**config.mk**
```make
export PLATFORM = sky130hd
export DESIGN_NAME = gmp_pwm_core
export DESIGN_NICKNAME = d
export VERILOG_FILES = /design/src/shared/gmp_pkg.sv /design/src/hw/gmp_olp_timer.sv /design/src/hw/gmp_pwm_core.sv /design/src/hw/gmp_sync.sv
export VERILOG_INCLUDE_DIRS = /design/src /design/src/shared
export SDC_FILE = /design/constraint.sdc
export NUM_CORES = 1
export LEC_CHECK = 0
export ABC_AREA = 1
export BUFFER_PORTS_ARGS = -buffer_cell sky130_fd_sc_hd__buf_2
export CORE_MARGIN = 2
export CORE_UTILIZATION = 33
export DETAILED_ROUTE_END_ITERATION = 12
export SETUP_SLACK_MARGIN = 0.02
export SLEW_MARGIN = 25
export SYNTH_ARGS = -nofsm -noshare
export SYNTH_HDL_FRONTEND = slang
export SYNTH_HIERARCHICAL = 1
export SYNTH_SLANG_ARGS = --single-unit
```
**constraint.sdc**
```tcl
create_clock -name pclk -period 5.33 [get_ports pclk]
set_input_delay 1.066 -clock pclk [delete_from_list [all_inputs] [get_ports pclk]]
set_output_delay 1.066 -clock pclk [all_outputs]
set_load 0.02 [all_outputs]
```
**src/shared/gmp_cfg.svh**
```systemverilog
// Offsets, field positions, reset values and timing figures of the core
`ifndef GMP_CFG_SVH
`define GMP_CFG_SVH

// Clock and switching timing
`define GMP_CLK_HZ 100000000
`define GMP_CLK_MHZ 100
`define GMP_CLK_KHZ 100000
`define GMP_FSW_HZ 65000
`define GMP_FGREEN_HZ 20000
`define GMP_LEB_NS 200
`define GMP_MAXDUTY_PCT 75
`define GMP_OLP_SHORT_MS 50
`define GMP_OLP_LONG_MS 90

// Register byte offsets
`define GMP_CTRL_OFS 12'h000
`define GMP_STATUS_OFS 12'h004
`define GMP_MASK_OFS 12'h008
`define GMP_STATE_OFS 12'h00C

// Control fields and reset values
`define GMP_CTRL_LONG_BIT 0
`define GMP_CTRL_RST 1'h0
`define GMP_MASK_RST 6'h00
`define GMP_STATUS_RST 6'h00

// Event bits of status and mask
`define GMP_EV_W 6
`define GMP_EV_LOCK 0
`define GMP_EV_OVP 1
`define GMP_EV_OLP 2
`define GMP_EV_ROFF 3
`define GMP_EV_CSMAX 4
`define GMP_EV_GREEN 5

// Comparator flag positions in the synchronised vector
`define GMP_FL_W 8
`define GMP_FL_VCC_ON 0
`define GMP_FL_VCC_OFF 1
`define GMP_FL_CS_FB 2
`define GMP_FL_CS_MAX 3
`define GMP_FL_FB_OFF 4
`define GMP_FL_FB_OLP 5
`define GMP_FL_FB_GREEN 6
`define GMP_FL_OVP 7

`endif

```
**src/shared/gmp_pkg.sv**
```systemverilog
// Types and helpers shared by the PWM protection core
package gmp_pkg;
`include "gmp_cfg.svh"

    typedef enum logic [2:0] {
        ST_LOCKOUT = 3'h0,
        ST_RUN = 3'h1,
        ST_REMOTE_OFF = 3'h2,
        ST_OVP = 3'h3,
        ST_OLP = 3'h4
    } gmp_state_e;

    typedef struct packed {
        gmp_state_e state;
        logic [15:0] per_cnt;
        logic [15:0] on_cnt;
        logic green;
        logic gate;
        logic ctrl_long;
        logic [`GMP_EV_W-1:0] mask;
        logic [`GMP_EV_W-1:0] status;
        logic irq;
        logic pready;
        logic pslverr;
        logic [31:0] prdata;
    } gmp_core_s;

    // Longest on time allowed within a period of the given length
    function automatic logic [15:0] gmp_duty_lim(input logic [15:0] per);
        logic [31:0] p;
        p = ({16'h0000, per} * 32'(`GMP_MAXDUTY_PCT)) / 32'h0000_0064;
        return p[15:0];
    endfunction
endpackage

```
**src/hw/gmp_olp_timer.sv**
```systemverilog
// Overload delay timer with two selectable durations
`timescale 1ns/1ns
module gmp_olp_timer
#(
    parameter logic [23:0] SHORT_CYC = 24'h4C4B40,
    parameter logic [23:0] LONG_CYC = 24'h895440
)
(
    // Clock and reset
    input wire logic pclk,
    input wire logic presetn,
    // Overload level and delay selection
    input wire logic level,
    input wire logic long_sel,
    // Trip level, held while overload persists past the delay
    output logic trip
);
    typedef struct packed {
        logic [23:0] cnt;
        logic trip;
    } gmp_olp_s;

    gmp_olp_s st_r;
    gmp_olp_s st_nxt;
    logic [23:0] lim;

    assign lim = long_sel ? LONG_CYC : SHORT_CYC;

    // Count only while overload is continuous; any gap restarts it
    always_comb
    begin
        st_nxt = st_r;
        if (!level)
        begin
            st_nxt.cnt = 24'h000000;
            st_nxt.trip = 1'b0;
        end
        else if (st_r.cnt >= lim - 24'h000001)
            st_nxt.trip = 1'b1;
        else
            st_nxt.cnt = st_r.cnt + 24'h000001;
    end

    // State register
    always_ff @(posedge pclk or negedge presetn)
    begin
        if (!presetn)
            st_r <= '0;
        else
            st_r <= st_nxt;
    end

    assign trip = st_r.trip;
endmodule // gmp_olp_timer

```
**src/hw/gmp_pwm_core.sv**
```systemverilog
// Current-mode PWM control core with lockout and protection sequencing
`timescale 1ns/1ns
`include "gmp_cfg.svh"
module gmp_pwm_core
    import gmp_pkg::*;
#(
    parameter logic [15:0] GREEN_PER_CYC =
        16'(`GMP_CLK_HZ / `GMP_FGREEN_HZ),
    parameter logic [23:0] OLP_SHORT_CYC =
        24'(`GMP_OLP_SHORT_MS * `GMP_CLK_KHZ),
    parameter logic [23:0] OLP_LONG_CYC =
        24'(`GMP_OLP_LONG_MS * `GMP_CLK_KHZ)
)
(
    // Clock and reset
    input wire logic pclk,
    input wire logic presetn,
    // APB slave
    input wire logic psel,
    input wire logic penable,
    input wire logic pwrite,
    input wire logic [11:0] paddr,
    input wire logic [31:0] pwdata,
    output logic [31:0] prdata,
    output logic pready,
    output logic pslverr,
    // Supply comparators
    input wire logic vcc_above_on,
    input wire logic vcc_below_off,
    input wire logic supply_overvoltage_trip,
    // Current sense comparators
    input wire logic cs_at_feedback,
    input wire logic cs_above_max,
    // Feedback node comparators
    input wire logic fb_below_off,
    input wire logic fb_above_overload,
    input wire logic fb_below_green,
    // Gate drive and interrupt
    output logic gate_drive,
    output logic irq
);
    localparam logic [15:0] NORM_PER_CYC =
        16'(`GMP_CLK_HZ / `GMP_FSW_HZ);
    localparam logic [15:0] LEB_CYC =
        16'((`GMP_LEB_NS * `GMP_CLK_MHZ + 999) / 1000);

    gmp_core_s st_r;
    gmp_core_s st_nxt;
    logic [`GMP_FL_W-1:0] fl_raw;
    logic [`GMP_FL_W-1:0] fl;
    logic olp_level;
    logic overload_trip;
    logic [15:0] per_lim;
    logic [15:0] duty_lim;
    logic blank_done;
    logic cs_end;
    logic wr_acc;
    logic [`GMP_EV_W-1:0] ev;
    logic [`GMP_EV_W-1:0] w1c;

    // Register decode, shared by read and write paths
    function automatic logic gmp_mapped(input logic [11:0] a);
        return (a == `GMP_CTRL_OFS) || (a == `GMP_STATUS_OFS)
            || (a == `GMP_MASK_OFS) || (a == `GMP_STATE_OFS);
    endfunction

    // Gather comparator flags for the synchroniser
    always_comb
    begin
        fl_raw = '0;
        fl_raw[`GMP_FL_VCC_ON] = vcc_above_on;
        fl_raw[`GMP_FL_VCC_OFF] = vcc_below_off;
        fl_raw[`GMP_FL_CS_FB] = cs_at_feedback;
        fl_raw[`GMP_FL_CS_MAX] = cs_above_max;
        fl_raw[`GMP_FL_FB_OFF] = fb_below_off;
        fl_raw[`GMP_FL_FB_OLP] = fb_above_overload;
        fl_raw[`GMP_FL_FB_GREEN] = fb_below_green;
        fl_raw[`GMP_FL_OVP] = supply_overvoltage_trip;
    end

    gmp_sync #(
        .W(`GMP_FL_W)
    ) u_sync (
        .pclk(pclk),
        .presetn(presetn),
        .async_in(fl_raw),
        .sync_out(fl)
    );

    // Overload timing only counts while the converter is switching
    assign olp_level = fl[`GMP_FL_FB_OLP] && (st_r.state == ST_RUN);

    gmp_olp_timer #(
        .SHORT_CYC(OLP_SHORT_CYC),
        .LONG_CYC(OLP_LONG_CYC)
    ) u_olp (
        .pclk(pclk),
        .presetn(presetn),
        .level(olp_level),
        .long_sel(st_r.ctrl_long),
        .trip(overload_trip)
    );

    // Period and pulse limits of the oscillator in use
    assign per_lim = st_r.green ? GREEN_PER_CYC : NORM_PER_CYC;
    assign duty_lim = gmp_duty_lim(per_lim);
    assign blank_done = st_r.on_cnt >= LEB_CYC - 16'h0001;
    assign cs_end = blank_done
        && (fl[`GMP_FL_CS_FB] || fl[`GMP_FL_CS_MAX]);
    assign wr_acc = psel && penable && st_r.pready && pwrite;

    // Next state of sequencer, pulse generator, registers and bus
    always_comb
    begin
        st_nxt = st_r;
        ev = '0;
        w1c = '0;
        // Protection sequencer, lockout has top priority
        if (fl[`GMP_FL_VCC_OFF])
            st_nxt.state = ST_LOCKOUT;
        else
        begin
            case (st_r.state)
                ST_LOCKOUT:
                    if (fl[`GMP_FL_VCC_ON] && !fl[`GMP_FL_OVP])
                        st_nxt.state = ST_RUN;
                ST_RUN:
                    if (fl[`GMP_FL_OVP])
                        st_nxt.state = ST_OVP;
                    else if (overload_trip)
                        st_nxt.state = ST_OLP;
                    else if (fl[`GMP_FL_FB_OFF])
                        st_nxt.state = ST_REMOTE_OFF;
                ST_REMOTE_OFF:
                    if (fl[`GMP_FL_OVP])
                        st_nxt.state = ST_OVP;
                    else if (!fl[`GMP_FL_FB_OFF])
                        st_nxt.state = ST_RUN;
                ST_OVP:
                    st_nxt.state = ST_OVP;
                ST_OLP:
                    st_nxt.state = ST_OLP;
                default:
                    st_nxt.state = ST_LOCKOUT;
            endcase
        end
        // Pulse generator
        if (st_nxt.state != ST_RUN)
        begin
            st_nxt.gate = 1'b0;
            st_nxt.per_cnt = 16'h0000;
            st_nxt.on_cnt = 16'h0000;
        end
        else if (st_r.state != ST_RUN
            || st_r.per_cnt == per_lim - 16'h0001)
        begin
            st_nxt.per_cnt = 16'h0000;
            st_nxt.on_cnt = 16'h0000;
            st_nxt.gate = 1'b1;
            st_nxt.green = fl[`GMP_FL_FB_GREEN];
        end
        else
        begin
            st_nxt.per_cnt = st_r.per_cnt + 16'h0001;
            if (st_r.gate)
            begin
                st_nxt.on_cnt = st_r.on_cnt + 16'h0001;
                if (cs_end || st_r.on_cnt == duty_lim - 16'h0001)
                    st_nxt.gate = 1'b0;
            end
        end
        // Events
        ev[`GMP_EV_LOCK] = (st_nxt.state == ST_LOCKOUT)
            && (st_r.state != ST_LOCKOUT);
        ev[`GMP_EV_OVP] = (st_nxt.state == ST_OVP) && (st_r.state != ST_OVP);
        ev[`GMP_EV_OLP] = (st_nxt.state == ST_OLP) && (st_r.state != ST_OLP);
        ev[`GMP_EV_ROFF] = (st_nxt.state == ST_REMOTE_OFF)
            && (st_r.state != ST_REMOTE_OFF);
        ev[`GMP_EV_CSMAX] = st_r.gate && blank_done && fl[`GMP_FL_CS_MAX];
        ev[`GMP_EV_GREEN] = st_nxt.green && !st_r.green;
        // Register writes at the access edge
        if (wr_acc)
        begin
            case (paddr)
                `GMP_CTRL_OFS:
                    st_nxt.ctrl_long = pwdata[`GMP_CTRL_LONG_BIT];
                `GMP_STATUS_OFS:
                    w1c = pwdata[`GMP_EV_W-1:0];
                `GMP_MASK_OFS:
                    st_nxt.mask = pwdata[`GMP_EV_W-1:0];
                default:
                    w1c = '0;
            endcase
        end
        // Sticky status, a new event wins over its clear
        st_nxt.status = (st_r.status & ~w1c) | ev;
        st_nxt.irq = |(st_nxt.status & st_nxt.mask);
        // APB: ready in the first access cycle, data captured at setup
        if (psel && !penable)
        begin
            st_nxt.pready = 1'b1;
            st_nxt.pslverr = !gmp_mapped(paddr);
            st_nxt.prdata = 32'h0000_0000;
            if (!pwrite)
            begin
                case (paddr)
                    `GMP_CTRL_OFS:
                        st_nxt.prdata = {31'h0, st_r.ctrl_long};
                    `GMP_STATUS_OFS:
                        st_nxt.prdata = {26'h0, st_r.status};
                    `GMP_MASK_OFS:
                        st_nxt.prdata = {26'h0, st_r.mask};
                    `GMP_STATE_OFS:
                        st_nxt.prdata = {16'h0, fl, 2'h0, overload_trip,
                            st_r.green, st_r.gate, st_r.state};
                    default:
                        st_nxt.prdata = 32'h0000_0000;
                endcase
            end
        end
        else
        begin
            st_nxt.pready = 1'b0;
            st_nxt.pslverr = 1'b0;
        end
    end

    // State register
    always_ff @(posedge pclk or negedge presetn)
    begin
        if (!presetn)
        begin
            st_r <= '0;
            st_r.state <= ST_LOCKOUT;
            st_r.ctrl_long <= `GMP_CTRL_RST;
            st_r.mask <= `GMP_MASK_RST;
            st_r.status <= `GMP_STATUS_RST;
        end
        else
            st_r <= st_nxt;
    end

    // Outputs straight from the state register
    assign gate_drive = st_r.gate;
    assign irq = st_r.irq;
    assign prdata = st_r.prdata;
    assign pready = st_r.pready;
    assign pslverr = st_r.pslverr;
endmodule // gmp_pwm_core

```
**src/hw/gmp_sync.sv**
```systemverilog
// Three-stage synchroniser with agreement filter for comparator flags
`timescale 1ns/1ns
module gmp_sync
#(
    parameter int W = 8
)
(
    // Clock and reset
    input wire logic pclk,
    input wire logic presetn,
    // Asynchronous flags in, clean flags out
    input wire logic [W-1:0] async_in,
    output logic [W-1:0] sync_out
);
    typedef struct packed {
        logic [W-1:0] s1;
        logic [W-1:0] s2;
        logic [W-1:0] s3;
        logic [W-1:0] q;
    } gmp_sync_s;

    gmp_sync_s st_r;
    gmp_sync_s st_nxt;

    // Shift chain; output bit follows only where stages two and three agree
    always_comb
    begin
        st_nxt = st_r;
        st_nxt.s1 = async_in;
        st_nxt.s2 = st_r.s1;
        st_nxt.s3 = st_r.s2;
        st_nxt.q = (st_r.q & (st_r.s2 ^ st_r.s3))
            | (st_r.s2 & ~(st_r.s2 ^ st_r.s3));
    end

    // State register
    always_ff @(posedge pclk or negedge presetn)
    begin
        if (!presetn)
            st_r <= '0;
        else
            st_r <= st_nxt;
    end

    assign sync_out = st_r.q;
endmodule // gmp_sync

```
==> flow_summary.yaml <==
status:
  status: "complete, no violations"
floorplan:
  rows: 52
  pin_count: 93
  die-area_um2: 22110
  die_w_um: 148.7
  design.core.area_um2: 20360
  die_y_um: 148.7
  start_util_pct: 33.92
detailed_routing:
  finalWirelength_um: 15180
  drc: 0
  drt_pass1_iterations: 5
  wl_per_cell_um: 12.84
  vias: 5461
  ant_nets: 0
  viasPerCell: 4.620
  drtIter0Drc: 224
critical_path:
  r2r_slack_ps: 2960
  crit_chain: "buf_2, nor2_1, nand2_1, nor2_4, nand2_1, o2111ai_1, a22o_1"
  worst_path_largest_cell_delay_ps: 500
  end_kind: "flop"
  timing.rr.start: "st_r[47]$_DFFE_PN0P_"
  critPathSlowestCell: "nand2_1"
  ff2ff_path_depth: 12
  cp_max_fo: 19
  path_class: "in -> reg"
  arrival_ps: 2950
  r2r_end: "u_olp/trip$_DFFE_PN0P_"
  startpoint_type: "input pin"
  required_ps: 5680
  cp_common_cell: "nand2_1"
clock_network:
  cts_tree: "built"
  postCtsSetupBuffers: 0
  root_buffer: "clkbuf_16"
  h-tree-depth: 4
  cts_sinks: 124
  clk_latency_ps: 420
  cts_hold_buf: 0
  cts_buffer_depth: 2
  post_cts_resize_count: 0
  worst_setup_hold_path_clk_slew_ps: 60
  cts_made_buffers: 17
timing:
  slew_headroom_pct: 57.06
  fin_setup_tns_ps: 0
  hold_viol: 0
  finalClockSkew_ps: 14.17
  worst_pin_slew_ps: 642.5
  setup_violations: 0
  fin_crit_ps: 2608
  fmax_mhz: 383.4
  maxSlewViolCount: 0
  finalCritPeriodShare_pct: 48.93
  rsz0062_at_grt: "no"
synthesis:
  synth_top_cell_by_area: "dfrtp_1"
  synth_area_um2: 6908
  synth_top_area_share_pct: 44.92
  async_flop_share_pct: 100.0
  yosysUniqueCellTypes: 42
  synth_ff_type: "dfrtp_1"
  yosysSeqAreaShare_pct: 44.92
  synth-edff-count: 0
  syn_area_per_cell_um2: 7.931
  yosys_warnings: 6
  yosys_register_bits: 124
  synthTopCellsByArea: "dfrtp_1, nand2_1, nand3_1, nor2_1, inv_1"
  netlist_instances: 871
power:
  p_leak_uw: 0.003761
  peakVddDrop_uv: 221.8
  p_per_area_nw_per_um2: 306.7
  finalPower_uw: 2375
final_layout:
  areaGrowthSynthToFinish_pct: 12.12
  nets: 970
  antenna_cells: 0
  drive_gt1_share_pct: 13.27
  layout_commonest_cell: "nand2_1"
  layout_common_cells: "nand2_1, dfrtp_1, inv_1, nor2_1, nand3_1"
grt:
  grt_pass1_vias: 5156
  grt_max_degree: 50
  grt_pass1_wl_um: 25200
  track_usage_pct: 14.38
  grt_overflow: 0
  antenna_found_initial: 0
placed_design:
  portBuffers: 48
  place_hpwl_um: 10780
  place_congestion: 0.8572
min_path:
  hold_path_class: "reg -> reg"
  hold_end: "u_sync/st_nxt[13]$_DFF_PN0_"
  hold_depth: 0
  hp-start: "u_sync/st_nxt[21]$_DFF_PN0_"
run:
  max-cap-violations: 0
logic make-up (layout without fill, tap and decap cells):
family                     count (synthesis)  in the layout  share of synthesized area [%]
and+or+nand+nor                          461            461                          30.56
buffers and inverters                    165            189                          11.99
DFF                                      124            124                          44.92
AOI/OAI and AO/OA                         85             85                          7.390
xor gates and xnor gates                  23             23                          2.916
adders and majority gates                 12             12                          2.173
other                                      1             18                        0.05429
per-layer routing:
metal  vias to the layer above  wire length, um  track usage, %
met3                        13              641           3.374
met1                      2531             7042           18.83
met5                         -                0               0
li1                       2805                -               -
met4                         0              192           4.571
met2                       112             7302           23.63
how the worst max path moves through the flow:
stage | startpoint | endpoint | slack, ps
after floorplan | paddr[0] | irq$_DFF_PN0_ | 3080
after global placement | penable | prdata[0]$_DFFE_PN0P_ | 2330
after detailed placement | penable | prdata[0]$_DFFE_PN0P_ | 2330
after CTS | paddr[11] | prdata[0]$_DFFE_PN0P_ | 2800
after global routing | paddr[11] | prdata[0]$_DFFE_PN0P_ | 2580
final | paddr[11] | prdata[0]$_DFFE_PN0P_ | 2720
registers in the layout, indices dropped and copies added, names as in the netlist, named ones only:
name	cells
prdata	14
u_olp/st_r	24
gate_drive	1
pslverr	1
irq	1
u_sync/st_r	8
st_r	49
pready	1
u_sync/st_nxt	16
u_olp/trip	1
synth_stat cells, types with 7 or more instances:
cell type	count
nand4_1	10
dfrtp_1	124
nand2_1	204
o31ai_1	7
a21oi_1	28
nand3_1	99
xor2_1	18
nor3_1	11
o21ai_0	22
ha_1	12
buf_4	40
inv_1	102
nor2_1	103
buf_2	9
worst max-delay path: cells and delay by family:
kind                   cells  cell delay (ps)
and+or+nand+nor            4             1210
buffers and inverters      1              100
AOI/OAI and AO/OA          2              570
where the power goes:
group          leakage (uW)  switching [uW]  internal [uW]
Clock              0.000281             420            741
Sequential          0.00162            30.8            970
Combinational       0.00186             159           54.4
Total               0.00376             610           1770
cell type report:
class	count	area [um2]
Timing Repair Buffer	51	265.3
Tap cell	270	337.8
Sequential cell	124	3103
Multi-Input combinational cell	599	3043
Clock inverter	11	145.1
Clock buffer	19	442.9
Inverter	108	407.9
Fill cell	2128	12620
metrics by stage:
step | utilization, % | instance area (um2) | hold WS (ps) | cells | setup WS [ps]
floorplan | - | 6972 | 331.2 | 888 | 3079
global placement | 35.14 | 7157 | 332.8 | 1152 | 2330
detailed placement | 35.14 | 7157 | 336.5 | 1152 | 2333
CTS | 38.03 | 7745 | 349.4 | 1182 | 2796
global route | 38.03 | 7745 | 351.9 | 1182 | 2585
finish | 38.03 | 7745 | 346.8 | 1182 | 2722
Power figures use the tool's default switching activity.
